==> src/serial_status_pkg.sv <==
package serial_status_pkg;

  localparam int BYTE_W = 8;
  localparam int ADDR_W = 32;
  localparam int DATA_W = 32;

  ////////////////////////////////////////////////////////////////
  localparam logic [ADDR_W-1:0] ADDR_STATUS  = 32'h0000_0000;
  localparam logic [ADDR_W-1:0] ADDR_CONTROL = 32'h0000_0004;
  localparam logic [ADDR_W-1:0] ADDR_MODE    = 32'h0000_0008;
  localparam logic [ADDR_W-1:0] ADDR_TXBUF   = 32'h0000_000c;
  localparam logic [ADDR_W-1:0] ADDR_RXBUF   = 32'h0000_0010;

  localparam logic [1:0] RESP_OKAY   = 2'h0;
  localparam logic [1:0] RESP_SLVERR = 2'h2;

  ////////////////////////////////////////////////////////////////
  // clear-only flags sit at status bits FLAG_LSB upward
  localparam int NUM_FLAGS = 5;
  localparam int FLAG_LSB  = 3;
  localparam int F_PARITY  = 0;
  localparam int F_FRAMING = 1;
  localparam int F_OVERRUN = 2;
  localparam int F_RXFULL  = 3;
  localparam int F_TXEMPTY = 4;
  localparam int BIT_TXMP  = 0;
  localparam int BIT_MODE  = 0;

  localparam logic [NUM_FLAGS-1:0] FLAGS_RST = 5'h10;
  localparam logic TXDONE_RST  = 1'h1;
  localparam logic RXMP_RST    = 1'h0;
  localparam logic TXMP_RST    = 1'h0;
  localparam logic MODE_RST    = 1'h0;
  localparam logic [BYTE_W-1:0] BUF_RST  = 8'h00;

  ////////////////////////////////////////////////////////////////
  typedef struct packed {
    logic       txReqEnable;
    logic       rxIrqEnable;
    logic       txEnable;
    logic       rxEnable;
    logic       mpFilterEnable;
    logic [2:0] spare;
  } ctrl_s;

  localparam ctrl_s CTRL_RST = 8'h00;

  typedef struct packed {
    logic              done;
    logic              stopBit;
    logic              parityBad;
    logic              mpBit;
    logic [BYTE_W-1:0] data;
  } rx_event_s;

endpackage

==> src/serial_status_flag_logic.sv <==
// Contract
// RL1: tx empty resets 1; sets while tx disabled or buffer moves to shifter.
// RL2: tx empty clears on 0 write after reading 1, or controller buffer write.
// RL3: rx full resets 0; sets when error-free byte lands in rx buffer.
// RL4: rx full clears on 0 write after reading 1, or controller buffer read.
// RL5: disabling reception leaves rx full unchanged.
// RL6: overrun resets 0; sets when a frame completes while rx full is 1.
// RL7: overrun clears only on 0 write after reading it as 1.
// RL8: framing error resets 0; sets when sampled stop bit is 0.
// RL9: with two stop bits only the first one is checked.
// RL10: framing error clears only on 0 write after reading it as 1.
// RL11: parity error resets 0; sets on parity mismatch in received frame.
// RL12: parity error clears only on 0 write after reading it as 1.
// RL13: tx complete resets 1; sets if tx disabled or empty at last bit.
// RL14: tx complete clears together with tx empty.
// RL15: received multiprocessor bit resets 0, captured from each frame.
// RL16: received multiprocessor bit holds while reception is disabled.
// RL17: transmit multiprocessor bit resets 0, software writable, sent per frame.
// RL18: software only clears the five flags; hardware alone sets them.
// RL19: this layout applies only while smartcard select is 0.
// RL20: rx irq enable gates both rx data and rx error requests.
// RL21: filter skips frames with mp bit 0; mp bit 1 clears filter.
// RL22: writing 1, or 0 without prior read of 1, leaves flag unchanged.
// RL23: set beats clear in the same cycle.
module serial_status_flag_logic
  import serial_status_pkg::*;
(
  input  wire logic              clk,
  input  wire logic              nrst,
  input  wire logic              ce,
  input  wire logic [ADDR_W-1:0] s_axi_awaddr,
  input  wire logic              s_axi_awvalid,
  output logic                   s_axi_awready,
  input  wire logic [DATA_W-1:0] s_axi_wdata,
  input  wire logic [3:0]        s_axi_wstrb,
  input  wire logic              s_axi_wvalid,
  output logic                   s_axi_wready,
  output logic [1:0]             s_axi_bresp,
  output logic                   s_axi_bvalid,
  input  wire logic              s_axi_bready,
  input  wire logic [ADDR_W-1:0] s_axi_araddr,
  input  wire logic              s_axi_arvalid,
  output logic                   s_axi_arready,
  output logic [DATA_W-1:0]      s_axi_rdata,
  output logic [1:0]             s_axi_rresp,
  output logic                   s_axi_rvalid,
  input  wire logic              s_axi_rready,
  input  wire rx_event_s         rxEvent,
  input  wire logic              txShiftLoad,
  input  wire logic              txLastBit,
  input  wire logic              xferTxWrite,
  input  wire logic [BYTE_W-1:0] xferTxData,
  input  wire logic              xferRxRead,
  output ctrl_s                  control,
  output logic                   smartcardSelect,
  output logic [BYTE_W-1:0]      txBufData,
  output logic                   txMpBit,
  output logic [BYTE_W-1:0]      rxBufData,
  output logic                   txDataRequest,
  output logic                   rxDataRequest,
  output logic                   rxErrorRequest
);

  ////////////////////////////////////////////////////////////////
  logic                 awHeld;
  logic                 wHeld;
  logic [ADDR_W-1:0]    awAddr;
  logic [DATA_W-1:0]    wData;
  logic [3:0]           wStrb;
  logic                 awTake;
  logic                 wTake;
  logic                 wrFire;
  logic                 arTake;
  logic                 wrMapped;
  logic                 rdMapped;
  logic                 wrStatus;
  logic                 wrControl;
  logic                 wrMode;
  logic                 wrTxBuf;
  logic                 rdStatus;
  logic [DATA_W-1:0]    next_rdata;
  logic [NUM_FLAGS-1:0] flags;
  logic [NUM_FLAGS-1:0] armed;
  logic [NUM_FLAGS-1:0] setVec;
  logic [NUM_FLAGS-1:0] hwClr;
  logic [NUM_FLAGS-1:0] swClr;
  logic [NUM_FLAGS-1:0] clrVec;
  logic                 txComplete;
  logic                 rxMpBit;
  logic [BYTE_W-1:0]    statusByte;
  logic                 rxFrame;
  logic                 rxSkip;
  logic                 rxAccept;
  logic                 rxGood;
  logic                 overrun;
  logic                 frameErr;
  logic                 parErr;
  logic                 mpHit;
  logic                 txDoneSet;

  ////////////////////////////////////////////////////////////////
  // write channel: address and data taken in either order
  assign s_axi_awready = ce && !awHeld && !s_axi_bvalid;
  assign s_axi_wready  = ce && !wHeld && !s_axi_bvalid;
  assign awTake        = s_axi_awvalid && s_axi_awready;
  assign wTake         = s_axi_wvalid && s_axi_wready;
  assign wrFire        = ce && awHeld && wHeld && !s_axi_bvalid;

  always_ff @(posedge clk) begin
    if (!nrst) begin
      awHeld <= 1'b0;
      awAddr <= '0;
    end else if (ce) begin
      if (awTake) begin
        awHeld <= 1'b1;
        awAddr <= s_axi_awaddr;
      end else if (wrFire) begin
        awHeld <= 1'b0;
      end
    end
  end

  always_ff @(posedge clk) begin
    if (!nrst) begin
      wHeld <= 1'b0;
      wData <= '0;
      wStrb <= '0;
    end else if (ce) begin
      if (wTake) begin
        wHeld <= 1'b1;
        wData <= s_axi_wdata;
        wStrb <= s_axi_wstrb;
      end else if (wrFire) begin
        wHeld <= 1'b0;
      end
    end
  end

  assign wrMapped  = (awAddr == ADDR_STATUS) || (awAddr == ADDR_CONTROL) ||
                     (awAddr == ADDR_MODE) || (awAddr == ADDR_TXBUF);
  // registers are one byte wide, so only lane 0 matters
  assign wrStatus  = wrFire && wStrb[0] && (awAddr == ADDR_STATUS);
  assign wrControl = wrFire && wStrb[0] && (awAddr == ADDR_CONTROL);
  assign wrMode    = wrFire && wStrb[0] && (awAddr == ADDR_MODE);
  assign wrTxBuf   = wrFire && wStrb[0] && (awAddr == ADDR_TXBUF);

  always_ff @(posedge clk) begin
    if (!nrst) begin
      s_axi_bvalid <= 1'b0;
      s_axi_bresp  <= RESP_OKAY;
    end else if (ce) begin
      if (wrFire) begin
        s_axi_bvalid <= 1'b1;
        s_axi_bresp  <= wrMapped ? RESP_OKAY : RESP_SLVERR;
      end else if (s_axi_bready) begin
        s_axi_bvalid <= 1'b0;
      end
    end
  end

  ////////////////////////////////////////////////////////////////
  // read channel
  assign s_axi_arready = ce && !s_axi_rvalid;
  assign arTake        = s_axi_arvalid && s_axi_arready;
  assign rdStatus      = arTake && (s_axi_araddr == ADDR_STATUS);
  assign statusByte    = {flags, txComplete, rxMpBit, txMpBit};

  always_comb begin
    next_rdata = '0;
    rdMapped   = 1'b1;
    case (s_axi_araddr)
      ADDR_STATUS:  next_rdata[BYTE_W-1:0] = statusByte;
      ADDR_CONTROL: next_rdata[BYTE_W-1:0] = control;
      ADDR_MODE:    next_rdata[BIT_MODE]   = smartcardSelect;
      ADDR_TXBUF:   next_rdata[BYTE_W-1:0] = txBufData;
      ADDR_RXBUF:   next_rdata[BYTE_W-1:0] = rxBufData;
      default:      rdMapped               = 1'b0;
    endcase
  end

  always_ff @(posedge clk) begin
    if (!nrst) begin
      s_axi_rvalid <= 1'b0;
      s_axi_rdata  <= '0;
      s_axi_rresp  <= RESP_OKAY;
    end else if (ce) begin
      if (arTake) begin
        s_axi_rvalid <= 1'b1;
        s_axi_rdata  <= next_rdata;
        s_axi_rresp  <= rdMapped ? RESP_OKAY : RESP_SLVERR;
      end else if (s_axi_rready) begin
        s_axi_rvalid <= 1'b0;
      end
    end
  end

  ////////////////////////////////////////////////////////////////
  // read-then-write-zero arming; drops if the flag falls meanwhile
  always_ff @(posedge clk) begin
    if (!nrst) begin
      armed <= '0;
    end else if (ce) begin
      if (rdStatus) begin
        armed <= flags;
      end else if (wrStatus) begin
        armed <= '0;
      end else begin
        armed <= armed & flags;
      end
    end
  end

  // RL22 armed zero write
  assign swClr = {NUM_FLAGS{wrStatus}} & armed &
                 ~wData[FLAG_LSB +: NUM_FLAGS];

  ////////////////////////////////////////////////////////////////
  // receive events
  assign rxFrame  = rxEvent.done && control.rxEnable;
  // RL21 filter skip
  assign rxSkip   = rxFrame && control.mpFilterEnable && !rxEvent.mpBit;
  assign mpHit    = rxFrame && control.mpFilterEnable && rxEvent.mpBit;
  assign rxAccept = rxFrame && !rxSkip;
  // RL6 overrun detect
  assign overrun  = rxAccept && flags[F_RXFULL];
  // RL8 stop bit low
  // RL9 first stop only
  // RL19 normal mode only
  assign frameErr = rxAccept && !rxEvent.stopBit && !smartcardSelect;
  // RL11 parity mismatch
  assign parErr   = rxAccept && rxEvent.parityBad;
  // RL3 clean reception
  assign rxGood   = rxAccept && !flags[F_RXFULL] && rxEvent.stopBit &&
                    !rxEvent.parityBad;

  // RL18 hardware-only set
  // RL1 empty set terms
  assign setVec[F_TXEMPTY] = !control.txEnable || txShiftLoad;
  assign setVec[F_RXFULL]  = rxGood;
  assign setVec[F_OVERRUN] = overrun;
  assign setVec[F_FRAMING] = frameErr;
  assign setVec[F_PARITY]  = parErr;

  // RL2 controller load
  // RL4 controller read
  assign hwClr[F_TXEMPTY] = xferTxWrite;
  assign hwClr[F_RXFULL]  = xferRxRead;
  // RL7 RL10 RL12 software only
  assign hwClr[F_OVERRUN] = 1'b0;
  assign hwClr[F_FRAMING] = 1'b0;
  assign hwClr[F_PARITY]  = 1'b0;
  assign clrVec        = swClr | hwClr;

  // RL23 set beats clear
  // RL5 no term on rx disable
  for (genvar i = 0; i < NUM_FLAGS; i++) begin : g_flag
    always_ff @(posedge clk) begin
      if (!nrst) begin
        flags[i] <= FLAGS_RST[i];
      end else if (ce) begin
        flags[i] <= setVec[i] | (flags[i] & ~clrVec[i]);
      end
    end
  end

  ////////////////////////////////////////////////////////////////
  // RL13 complete set terms
  assign txDoneSet = !control.txEnable || (txLastBit && flags[F_TXEMPTY]);

  always_ff @(posedge clk) begin
    if (!nrst) begin
      txComplete <= TXDONE_RST;
    end else if (ce) begin
      // RL14 clears with empty
      txComplete <= txDoneSet | (txComplete & ~clrVec[F_TXEMPTY]);
    end
  end

  always_ff @(posedge clk) begin
    if (!nrst) begin
      rxMpBit <= RXMP_RST;
    end else if (ce) begin
      // RL15 capture per frame
      // RL16 only while enabled
      if (rxFrame) begin
        rxMpBit <= rxEvent.mpBit;
      end
    end
  end

  always_ff @(posedge clk) begin
    if (!nrst) begin
      txMpBit <= TXMP_RST;
    end else if (ce) begin
      // RL17 software bit
      if (wrStatus) begin
        txMpBit <= wData[BIT_TXMP];
      end
    end
  end

  ////////////////////////////////////////////////////////////////
  // buffers; a full rx buffer is never overwritten by an overrun frame
  always_ff @(posedge clk) begin
    if (!nrst) begin
      rxBufData <= BUF_RST;
    end else if (ce) begin
      if (rxGood) begin
        rxBufData <= rxEvent.data;
      end
    end
  end

  always_ff @(posedge clk) begin
    if (!nrst) begin
      txBufData <= BUF_RST;
    end else if (ce) begin
      if (xferTxWrite) begin
        txBufData <= xferTxData;
      end else if (wrTxBuf) begin
        txBufData <= wData[BYTE_W-1:0];
      end
    end
  end

  always_ff @(posedge clk) begin
    if (!nrst) begin
      control <= CTRL_RST;
    end else if (ce) begin
      if (wrControl) begin
        control       <= ctrl_s'(wData[BYTE_W-1:0]);
        control.spare <= '0;
      end
      // RL21 filter self-clears
      if (mpHit) begin
        control.mpFilterEnable <= 1'b0;
      end
    end
  end

  always_ff @(posedge clk) begin
    if (!nrst) begin
      smartcardSelect <= MODE_RST;
    end else if (ce) begin
      if (wrMode) begin
        smartcardSelect <= wData[BIT_MODE];
      end
    end
  end

  ////////////////////////////////////////////////////////////////
  assign txDataRequest  = control.txReqEnable && flags[F_TXEMPTY];
  // RL20 rx irq enable gates both
  assign rxDataRequest  = control.rxIrqEnable && flags[F_RXFULL];
  assign rxErrorRequest = control.rxIrqEnable &&
                          (flags[F_OVERRUN] || flags[F_FRAMING] || flags[F_PARITY]);

  ////////////////////////////////////////////////////////////////
  // RL1 empty while disabled
  chk_txempty_set: assert property ( // RL1
    @(posedge clk) disable iff (!nrst)
    ce && !control.txEnable |=> flags[F_TXEMPTY] && txComplete)
    else $error("tx empty not set while tx disabled");

  // RL2 controller clears empty
  chk_txempty_clear: assert property ( // RL2
    @(posedge clk) disable iff (!nrst)
    ce && xferTxWrite && control.txEnable && !txShiftLoad
    |=> !flags[F_TXEMPTY])
    else $error("tx empty not cleared by controller write");

  // RL3 clean frame fills buffer
  chk_rxfull_set: assert property ( // RL3
    @(posedge clk) disable iff (!nrst)
    ce && rxGood |=> flags[F_RXFULL] && rxBufData == $past(rxEvent.data))
    else $error("rx full or buffer not loaded");

  // RL4 controller read clears full
  chk_rxfull_clear: assert property ( // RL4
    @(posedge clk) disable iff (!nrst)
    ce && xferRxRead && !rxGood |=> !flags[F_RXFULL])
    else $error("rx full not cleared by controller read");

  // RL5 rx disable keeps full
  chk_rxfull_hold: assert property ( // RL5
    @(posedge clk) disable iff (!nrst)
    ce && !control.rxEnable && !xferRxRead && !swClr[F_RXFULL]
    |=> $stable(flags[F_RXFULL]))
    else $error("rx full changed while rx disabled");

  // RL6 overrun on full buffer
  chk_overrun_set: assert property ( // RL6
    @(posedge clk) disable iff (!nrst)
    ce && rxAccept && flags[F_RXFULL]
    |=> flags[F_OVERRUN] && $stable(rxBufData))
    else $error("overrun missed or buffer overwritten");

  // RL7 RL10 RL12 software only clear
  chk_error_clear: assert property ( // RL7
    @(posedge clk) disable iff (!nrst)
    $fell(flags[F_OVERRUN]) || $fell(flags[F_FRAMING]) || $fell(flags[F_PARITY])
    |-> $past(wrStatus && armed != '0))
    else $error("error flag cleared without armed write");

  // RL8 RL9 first stop bit low
  chk_framing_set: assert property ( // RL8
    @(posedge clk) disable iff (!nrst)
    ce && rxAccept && !rxEvent.stopBit && !smartcardSelect
    |=> flags[F_FRAMING])
    else $error("framing error not flagged");

  // RL11 parity mismatch flagged
  chk_parity_set: assert property ( // RL11
    @(posedge clk) disable iff (!nrst)
    ce && rxAccept && rxEvent.parityBad |=> flags[F_PARITY])
    else $error("parity error not flagged");

  // RL13 last bit with empty
  chk_txdone_set: assert property ( // RL13
    @(posedge clk) disable iff (!nrst)
    ce && txLastBit && flags[F_TXEMPTY] |=> txComplete)
    else $error("tx complete not set at last bit");

  // RL14 complete follows empty clear
  chk_txdone_clear: assert property ( // RL14
    @(posedge clk) disable iff (!nrst)
    ce && clrVec[F_TXEMPTY] && !txDoneSet |=> !txComplete)
    else $error("tx complete not cleared with tx empty");

  // RL16 mp bit holds when off
  chk_rxmp_hold: assert property ( // RL16
    @(posedge clk) disable iff (!nrst)
    ce && !control.rxEnable |=> $stable(rxMpBit))
    else $error("rx mp bit changed while rx disabled");

  // RL18 no software set
  chk_no_swset: assert property ( // RL18
    @(posedge clk) disable iff (!nrst)
    $rose(flags[F_PARITY]) |-> $past(setVec[F_PARITY]))
    else $error("parity flag rose without hardware cause");

  // RL21 skipped frame ignored
  chk_filter_skip: assert property ( // RL21
    @(posedge clk) disable iff (!nrst)
    ce && rxSkip && !flags[F_RXFULL]
    |=> !flags[F_RXFULL] && (control.mpFilterEnable || $past(wrControl)))
    else $error("filtered frame was accepted");

  // RL22 write one keeps flag
  chk_write_one: assert property ( // RL22
    @(posedge clk) disable iff (!nrst)
    ce && wrStatus && flags[F_OVERRUN] && wData[FLAG_LSB + F_OVERRUN]
    |=> flags[F_OVERRUN])
    else $error("writing one cleared a flag");

  // RL23 set wins
  chk_set_wins: assert property ( // RL23
    @(posedge clk) disable iff (!nrst)
    ce && setVec[F_RXFULL] && clrVec[F_RXFULL] |=> flags[F_RXFULL])
    else $error("simultaneous clear beat the set");

endmodule

==> config.mk <==
export PLATFORM = sky130hd
export DESIGN_NAME = serial_status_flag_logic
export DESIGN_NICKNAME = d
export VERILOG_FILES = /design/src/serial_status_pkg.sv /design/src/serial_status_flag_logic.sv
export SDC_FILE = /design/constraint.sdc
export NUM_CORES = 1
export LEC_CHECK = 0
export BUFFER_PORTS_ARGS = -buffer_cell sky130_fd_sc_hd__buf_4
export CORE_MARGIN = 4
export CORE_UTILIZATION = 42
export CTS_CLUSTER_DIAMETER = 30
export CTS_CLUSTER_SIZE = 12
export DETAILED_ROUTE_END_ITERATION = 16
export PLACE_DENSITY = 0.77
export SETUP_SLACK_MARGIN = 0.3
export SLEW_MARGIN = 5
export SYNTH_ARGS = -nofsm -noshare
export SYNTH_HDL_FRONTEND = slang
export SYNTH_SLANG_ARGS = --single-unit
==> constraint.sdc <==
create_clock -name clk -period 1.9 [get_ports clk]
set_input_delay 0.38 -clock clk [delete_from_list [all_inputs] [get_ports clk]]
set_output_delay 0.38 -clock clk [all_outputs]
set_load 0.05 [all_outputs]
== Yosys cells after proc, flatten, opt, wreduce, memory -nomap -nowiden ==
Index checks and enable logic that the tools add are counted.

* Memory bits (read-only): 0
* Input port bits: 132
* Bits in writable memories: 0
* Bits in latches: 0
* Output and inout bits: 70
* Flip-flop bits (word level): 92
* Memories kept: 0
* Word-level logic and storage cells: 149

* Equality and inequality tests: 7
* Shifts and indexed selects: 0
* Mux-type cells: 18
* Divide/modulo/power cells: 0
* Add/subtract/negate cells: 0
* Reduce and logical (&&, ||, !) cells: 75
* Bitwise gates (word level): 22
* $mul: 0
* $lt $le $gt $ge: 0

{| class="wikitable"
|+ Operator list
! cell !! count
|-
| $eq A32 B4 Y1 const B || 4
|-
| $eq A32 B3 Y1 const B || 2
|-
| $logic_not A32 Y1 || 2
|-
| $logic_and A1 B1 Y1 || 33
|-
| $eq A32 B5 Y1 const B || 1
|-
| $reduce_and A2 Y1 || 15
|-
| $pmux W7 S4 || 1
|-
| $mux W8 || 2
|-
| $and A5 B5 Y5 || 3
|-
| $reduce_bool A2 Y1 || 6
|-
| $logic_not A1 Y1 || 11
|-
| $mux W5 || 2
|-
| $mux W1 || 9
|-
| $logic_or A1 B1 Y1 || 7
|-
| $and A1 B1 Y1 || 6
|-
| $or A1 B1 Y1 || 6
|-
| $not A1 Y1 || 5
|-
| $not A5 Y5 || 1
|-
| $or A5 B5 Y5 || 1
|-
| $reduce_or A5 Y1 || 1
|-
| $mux W2 || 2
|-
| $mux W4 || 1
|-
| $pmux W1 S4 || 1
|}

== Depth between registers and ports, before layout ==
* Depth in word-level cells: 11
* Mapped depth: 8
* Mapped depth without buffers: 5

== Worst setup path before layout ==
OpenSTA, ideal clock, no wires.

* Path kind: in2reg
* Start point: input ce
* End point: register armed[3]
* Setup time: 0.058 ns
* Arrival: 2.372 ns
* Data required time: 1.842 ns
* Path slack: -0.529 ns
* Stages on the path: 6
* Buffers on the path: 1
* Cell sequence: clkbuf_1 -> nor2b_1 -> nand2_1 -> nor4b_1 -> and3_1 -> a211o_1

* Elaborated cells between the ends (all ways): 10
* Those cells by class: 2 x mux; 8 x reduce/logical

{| class="wikitable"
|+ RTL lines
! what !! RTL line !! RTL
|-
| from (decl) || serial_status_flag_logic.sv:30 || <nowiki>input wire logic ce,</nowiki>
|-
| $logic_and A1 B1 Y1 || serial_status_flag_logic.sv:163 || <nowiki>assign s_axi_arready = ce && !s_axi_rvalid;</nowiki>
|-
| via s_axi_arready || serial_status_flag_logic.sv:43 || <nowiki>output logic s_axi_arready,</nowiki>
|-
| $logic_and A1 B1 Y1 || serial_status_flag_logic.sv:164 || <nowiki>assign arTake = s_axi_arvalid && s_axi_arready;</nowiki>
|-
| $logic_and A1 B1 Y1 || serial_status_flag_logic.sv:165 || <nowiki>assign rdStatus = arTake && (s_axi_araddr == ADDR_STATUS);</nowiki>
|-
| $mux W5 || serial_status_flag_logic.sv:203 || <nowiki>if (rdStatus) begin</nowiki>
|-
| to (signal assigned) || serial_status_flag_logic.sv:204 || <nowiki>armed <= flags;</nowiki>
|-
| to (signal assigned) || serial_status_flag_logic.sv:208 || <nowiki>armed <= armed & flags;</nowiki>
|-
| to (decl) || serial_status_flag_logic.sv:83 || <nowiki>logic [NUM_FLAGS-1:0] armed;</nowiki>
|}

The timed path passes the listed nets, and every way through them passes these cells.
A chain may end at the register's enable or synchronous reset.

== Worst setup path after layout ==
* Start point: register awAddr[29]
* End point: register flags[4]

* Word-level cells in the longest chain between the ends: 8

{| class="wikitable"
|+ Ends and longest elaborated chain
! what !! RTL line !! RTL
|-
| from (decl) || serial_status_flag_logic.sv:67 || <nowiki>logic [ADDR_W-1:0] awAddr;</nowiki>
|-
| from (signal assigned) || serial_status_flag_logic.sv:116 || <nowiki>awAddr <= s_axi_awaddr;</nowiki>
|-
| $logic_not A32 Y1 || serial_status_flag_logic.sv:142 || <nowiki>assign wrStatus = wrFire && wStrb[0] && (awAddr == ADDR_STATUS);</nowiki>
|-
| $logic_and A1 B1 Y1 || serial_status_flag_logic.sv:142 ||
|-
| $and A5 B5 Y5 (2 in series) || serial_status_flag_logic.sv:214 || <nowiki>assign swClr = {NUM_FLAGS{wrStatus}} & armed &</nowiki>
|-
| $or A5 B5 Y5 || serial_status_flag_logic.sv:252 || <nowiki>assign clrVec = swClr | hwClr;</nowiki>
|-
| $not A1 Y1 || serial_status_flag_logic.sv:261 || <nowiki>flags[i] <= setVec[i] | (flags[i] & ~clrVec[i]);</nowiki>
|-
| $and A1 B1 Y1 || serial_status_flag_logic.sv:261 ||
|-
| $or A1 B1 Y1 || serial_status_flag_logic.sv:261 ||
|-
| to (signal, indexed assignment) || serial_status_flag_logic.sv:259 || <nowiki>flags[i] <= FLAGS_RST[i];</nowiki>
|-
| to (signal, indexed assignment) || serial_status_flag_logic.sv:261 ||
|-
| to (decl) || serial_status_flag_logic.sv:82 || <nowiki>logic [NUM_FLAGS-1:0] flags;</nowiki>
|}

No other way between the ends.

==> flow_metrics.env <==
export IMPL_outcome="finished with violations"
export IMPL_violations="setup timing"
export IMPL_area_growth_pct=42.19
export IMPL_io_pins=202
export IMPL_r2r_slack_ps=-160
export IMPL_hold_buffers=0
export IMPL_synth_most_common_cell="nand2_1"
export IMPL_grt_pass1_wl_um=18770
export IMPL_yosys_top_cells_area="dfxtp_1 44%, nand2_1 11%, a21oi_1 7.7%"
export IMPL_antenna_cells=0
export IMPL_place_gp_congestion=0.9268
export IMPL_die_h_um=107.2
export IMPL_synth_ff_type="dfxtp_1"
export IMPL_finalNetCount=794
export IMPL_fin_crit_sh=1.084
export IMPL_maxCapViolations=0
export IMPL_cts_tree="done"
export IMPL_ff_latch_area_mm2=0.001821
export IMPL_start_util=0.4391
export IMPL_first_iter_violations=209
export IMPL_synth_top_area_frac=0.4358
export IMPL_cp_top_family="simple AND/OR/NAND/NOR gates"
export IMPL_cp_end_kind="register"
export IMPL_fill_cells=784
export IMPL_setup_viol=9
export IMPL_fin_crit_ps=2060
export IMPL_p_leak_uw=0.002634
export IMPL_holdCritPathClass="input port to register"
export IMPL_synth_edf_count=0
export IMPL_hpwl_um=9317
export IMPL_fin_skew_ps=15.46
export IMPL_grt_max_degree=38
export IMPL_drc=0
export IMPL_routed_wl_um=12040
export IMPL_holdWs_ps=194.3
export IMPL_ys_seq_elements=90
export IMPL_ir_worst_vdd_v=0.0004243
export IMPL_cts_buffers=9
export IMPL_worstSetupPathType="register to register"
export IMPL_antenna_found_initial=0
export IMPL_min_path_cells=2
export IMPL_routedWlPerCell_um=15.13
export IMPL_total_power_uw=4488
export IMPL_hold_end="flags[1]"
export IMPL_layout_drive_gt1_share=0.3463
export IMPL_hold_path_startpoint="rxEvent[10]"
export IMPL_yosys_area_top_type="dfxtp_1"
export IMPL_via_per_inst=5.111
export IMPL_synthTopCellsByCount="122 x nand2_1, 90 x dfxtp_1, 64 x a21oi_1"
export IMPL_setup_slack_ps=-160.1
export IMPL_clock_fmax_mhz=485.4
export IMPL_clk_pin_slew_worst_paths_ps=90
export IMPL_rsz0062_at_grt="true"
export IMPL_start_kind="register"
export IMPL_grt_pass1_vias=3850
export IMPL_core_mm2=0.009415
export IMPL_p_per_area_mw_per_mm2=763.5
export IMPL_synth_seq_area_share=0.4358
export IMPL_finalHoldViolCount=0
export IMPL_critPathArrivalTime_ps=2310
export IMPL_r2r_start="awAddr[29]"
export IMPL_yosysWarnings=0
export IMPL_syn_inst=509
export IMPL_synth_distinct_cells=45
export IMPL_critical_path_buf_inv_count=0
export IMPL_crit_chain="nor4_4 > nand4_1 > or4_4 > o31a_1 > a221o_1"
export IMPL_io_buffer_count=145
export IMPL_clock_latency_ps=370
export IMPL_drt_pass1_iterations=5
export IMPL_rows=35
export IMPL_crit_fanout=2
export IMPL_synth_cell_area_mm2=0.004134
export IMPL_clock_sinks=90
export IMPL_rr_endpoint="flags[4]"
export IMPL_overflow=0
export IMPL_slowest_stage="or4_4"
export IMPL_dieArea_mm2=0.01149
export IMPL_htreeDepth=3
export IMPL_path_depth=5
export IMPL_avgSynthCellArea_um2=8.122
export IMPL_root_buffer="clkbuf_8"
export IMPL_slew_viol_final=0
export IMPL_vias=4068
export IMPL_drt_antenna_violating_nets=0
export IMPL_track_usage=0.2032
export IMPL_cpPeakStageDelay_ps=560
export IMPL_synthArstFlopShare=0
export IMPL_cp_required_ps=2150
export IMPL_r2r_cells=5
export IMPL_fp_dieW_um=107.2
export IMPL_clockBufferDepth=2
export IMPL_multi_input_area_mm2=0.002245
-- repair_timing --
action	CTS	global route
setup buffers	2	2
gates resized for setup	28	21
endpoints found under the setup margin	29	32
hold endpoints to repair	0	0
cloned	0	0
pin swaps	17	7
-- stage by stage --
stage / setup TNS [ps] / setup slack, ps / std cells / cell area [um2] / util
after detailed placement: -863.8 / -208.3 / 776 / 5378 / 0.5712
after global placement: -722.1 / -181.9 / 776 / 5378 / 0.5712
after CTS: -540.1 / -152.9 / 794 / 5797 / 0.6157
after floorplan: -173.8 / -99.59 / 537 / 4319 / -
after global routing: -2118 / -200.8 / 796 / 5878 / 0.6243
final: -748.6 / -160.1 / 796 / 5878 / 0.6243
-- worst max path at each step --
stage,startpoint,slack (ps),endpoint
after detailed placement,awAddr[19],-210,txComplete
final,awAddr[29],-160,flags[4]
after global placement,awAddr[19],-180,txComplete
after floorplan,awAddr[26],-100,txComplete
after global routing,awAddr[19],-200,txComplete
after CTS,awAddr[29],-150,txComplete
-- state kept, by name, summed over array words and instances (netlist names), 5 cells and up --
register     flops
armed            5
awAddr          32
control          5
flags            5
rxBufData        8
s_axi_rdata      8
txBufData        8
wData            8
-- power breakdown --
| part | internal, uW | switching [uW] |
|---|---|---|
| clock | 1040 | 662 |
| combinational | 326 | 453 |
| sequential | 1950 | 59.9 |
| total | 3310 | 1170 |
-- cells in the final DEF (no fill, tap or decap), drive strengths merged, types with 9 or more instances in the layout --
master,synthesis,layout
a21oi,64,64
buf,31,174
clkbuf,29,11
conb,1,29
dfxtp,90,90
inv,9,9
mux2i,27,27
nand2,122,122
nor2,27,27
nor4,15,15
o21ai,11,11
o31ai,9,9
-- layer usage --
metal  track usage  wire length [um]  vias to the layer above
li1              -                 -                     2005
met4       0.05479               190                        0
met1        0.2636              4929                     1859
met2        0.3244              5627                      183
met5             0                 0                        -
met3       0.06623              1295                       21
-- final cells by class --
type                            count  share of cell area
Multi-Input combinational cell    378              0.3819
Tap cell                          129             0.02746
Timing Repair Buffer              174              0.2299
Inverter                            9            0.005747
Clock inverter                      5             0.02129
Clock buffer                       11             0.02405
Sequential cell                    90              0.3097
-- cells by family (layout without fill, tap and decap cells) --
| group | Yosys count | after routing | synth area share |
|---|---|---|---|
| AND/OR/NAND/NOR | 212 | 212 | 0.2473 |
| AO/OA/AOI/OAI | 109 | 109 | 0.1586 |
| flip-flops | 90 | 90 | 0.4358 |
| buffers and inverters | 69 | 199 | 0.08928 |
| multiplexers | 28 | 28 | 0.06810 |
| other | 1 | 29 | 0.0009071 |
Power figures use the tool's default switching activity.
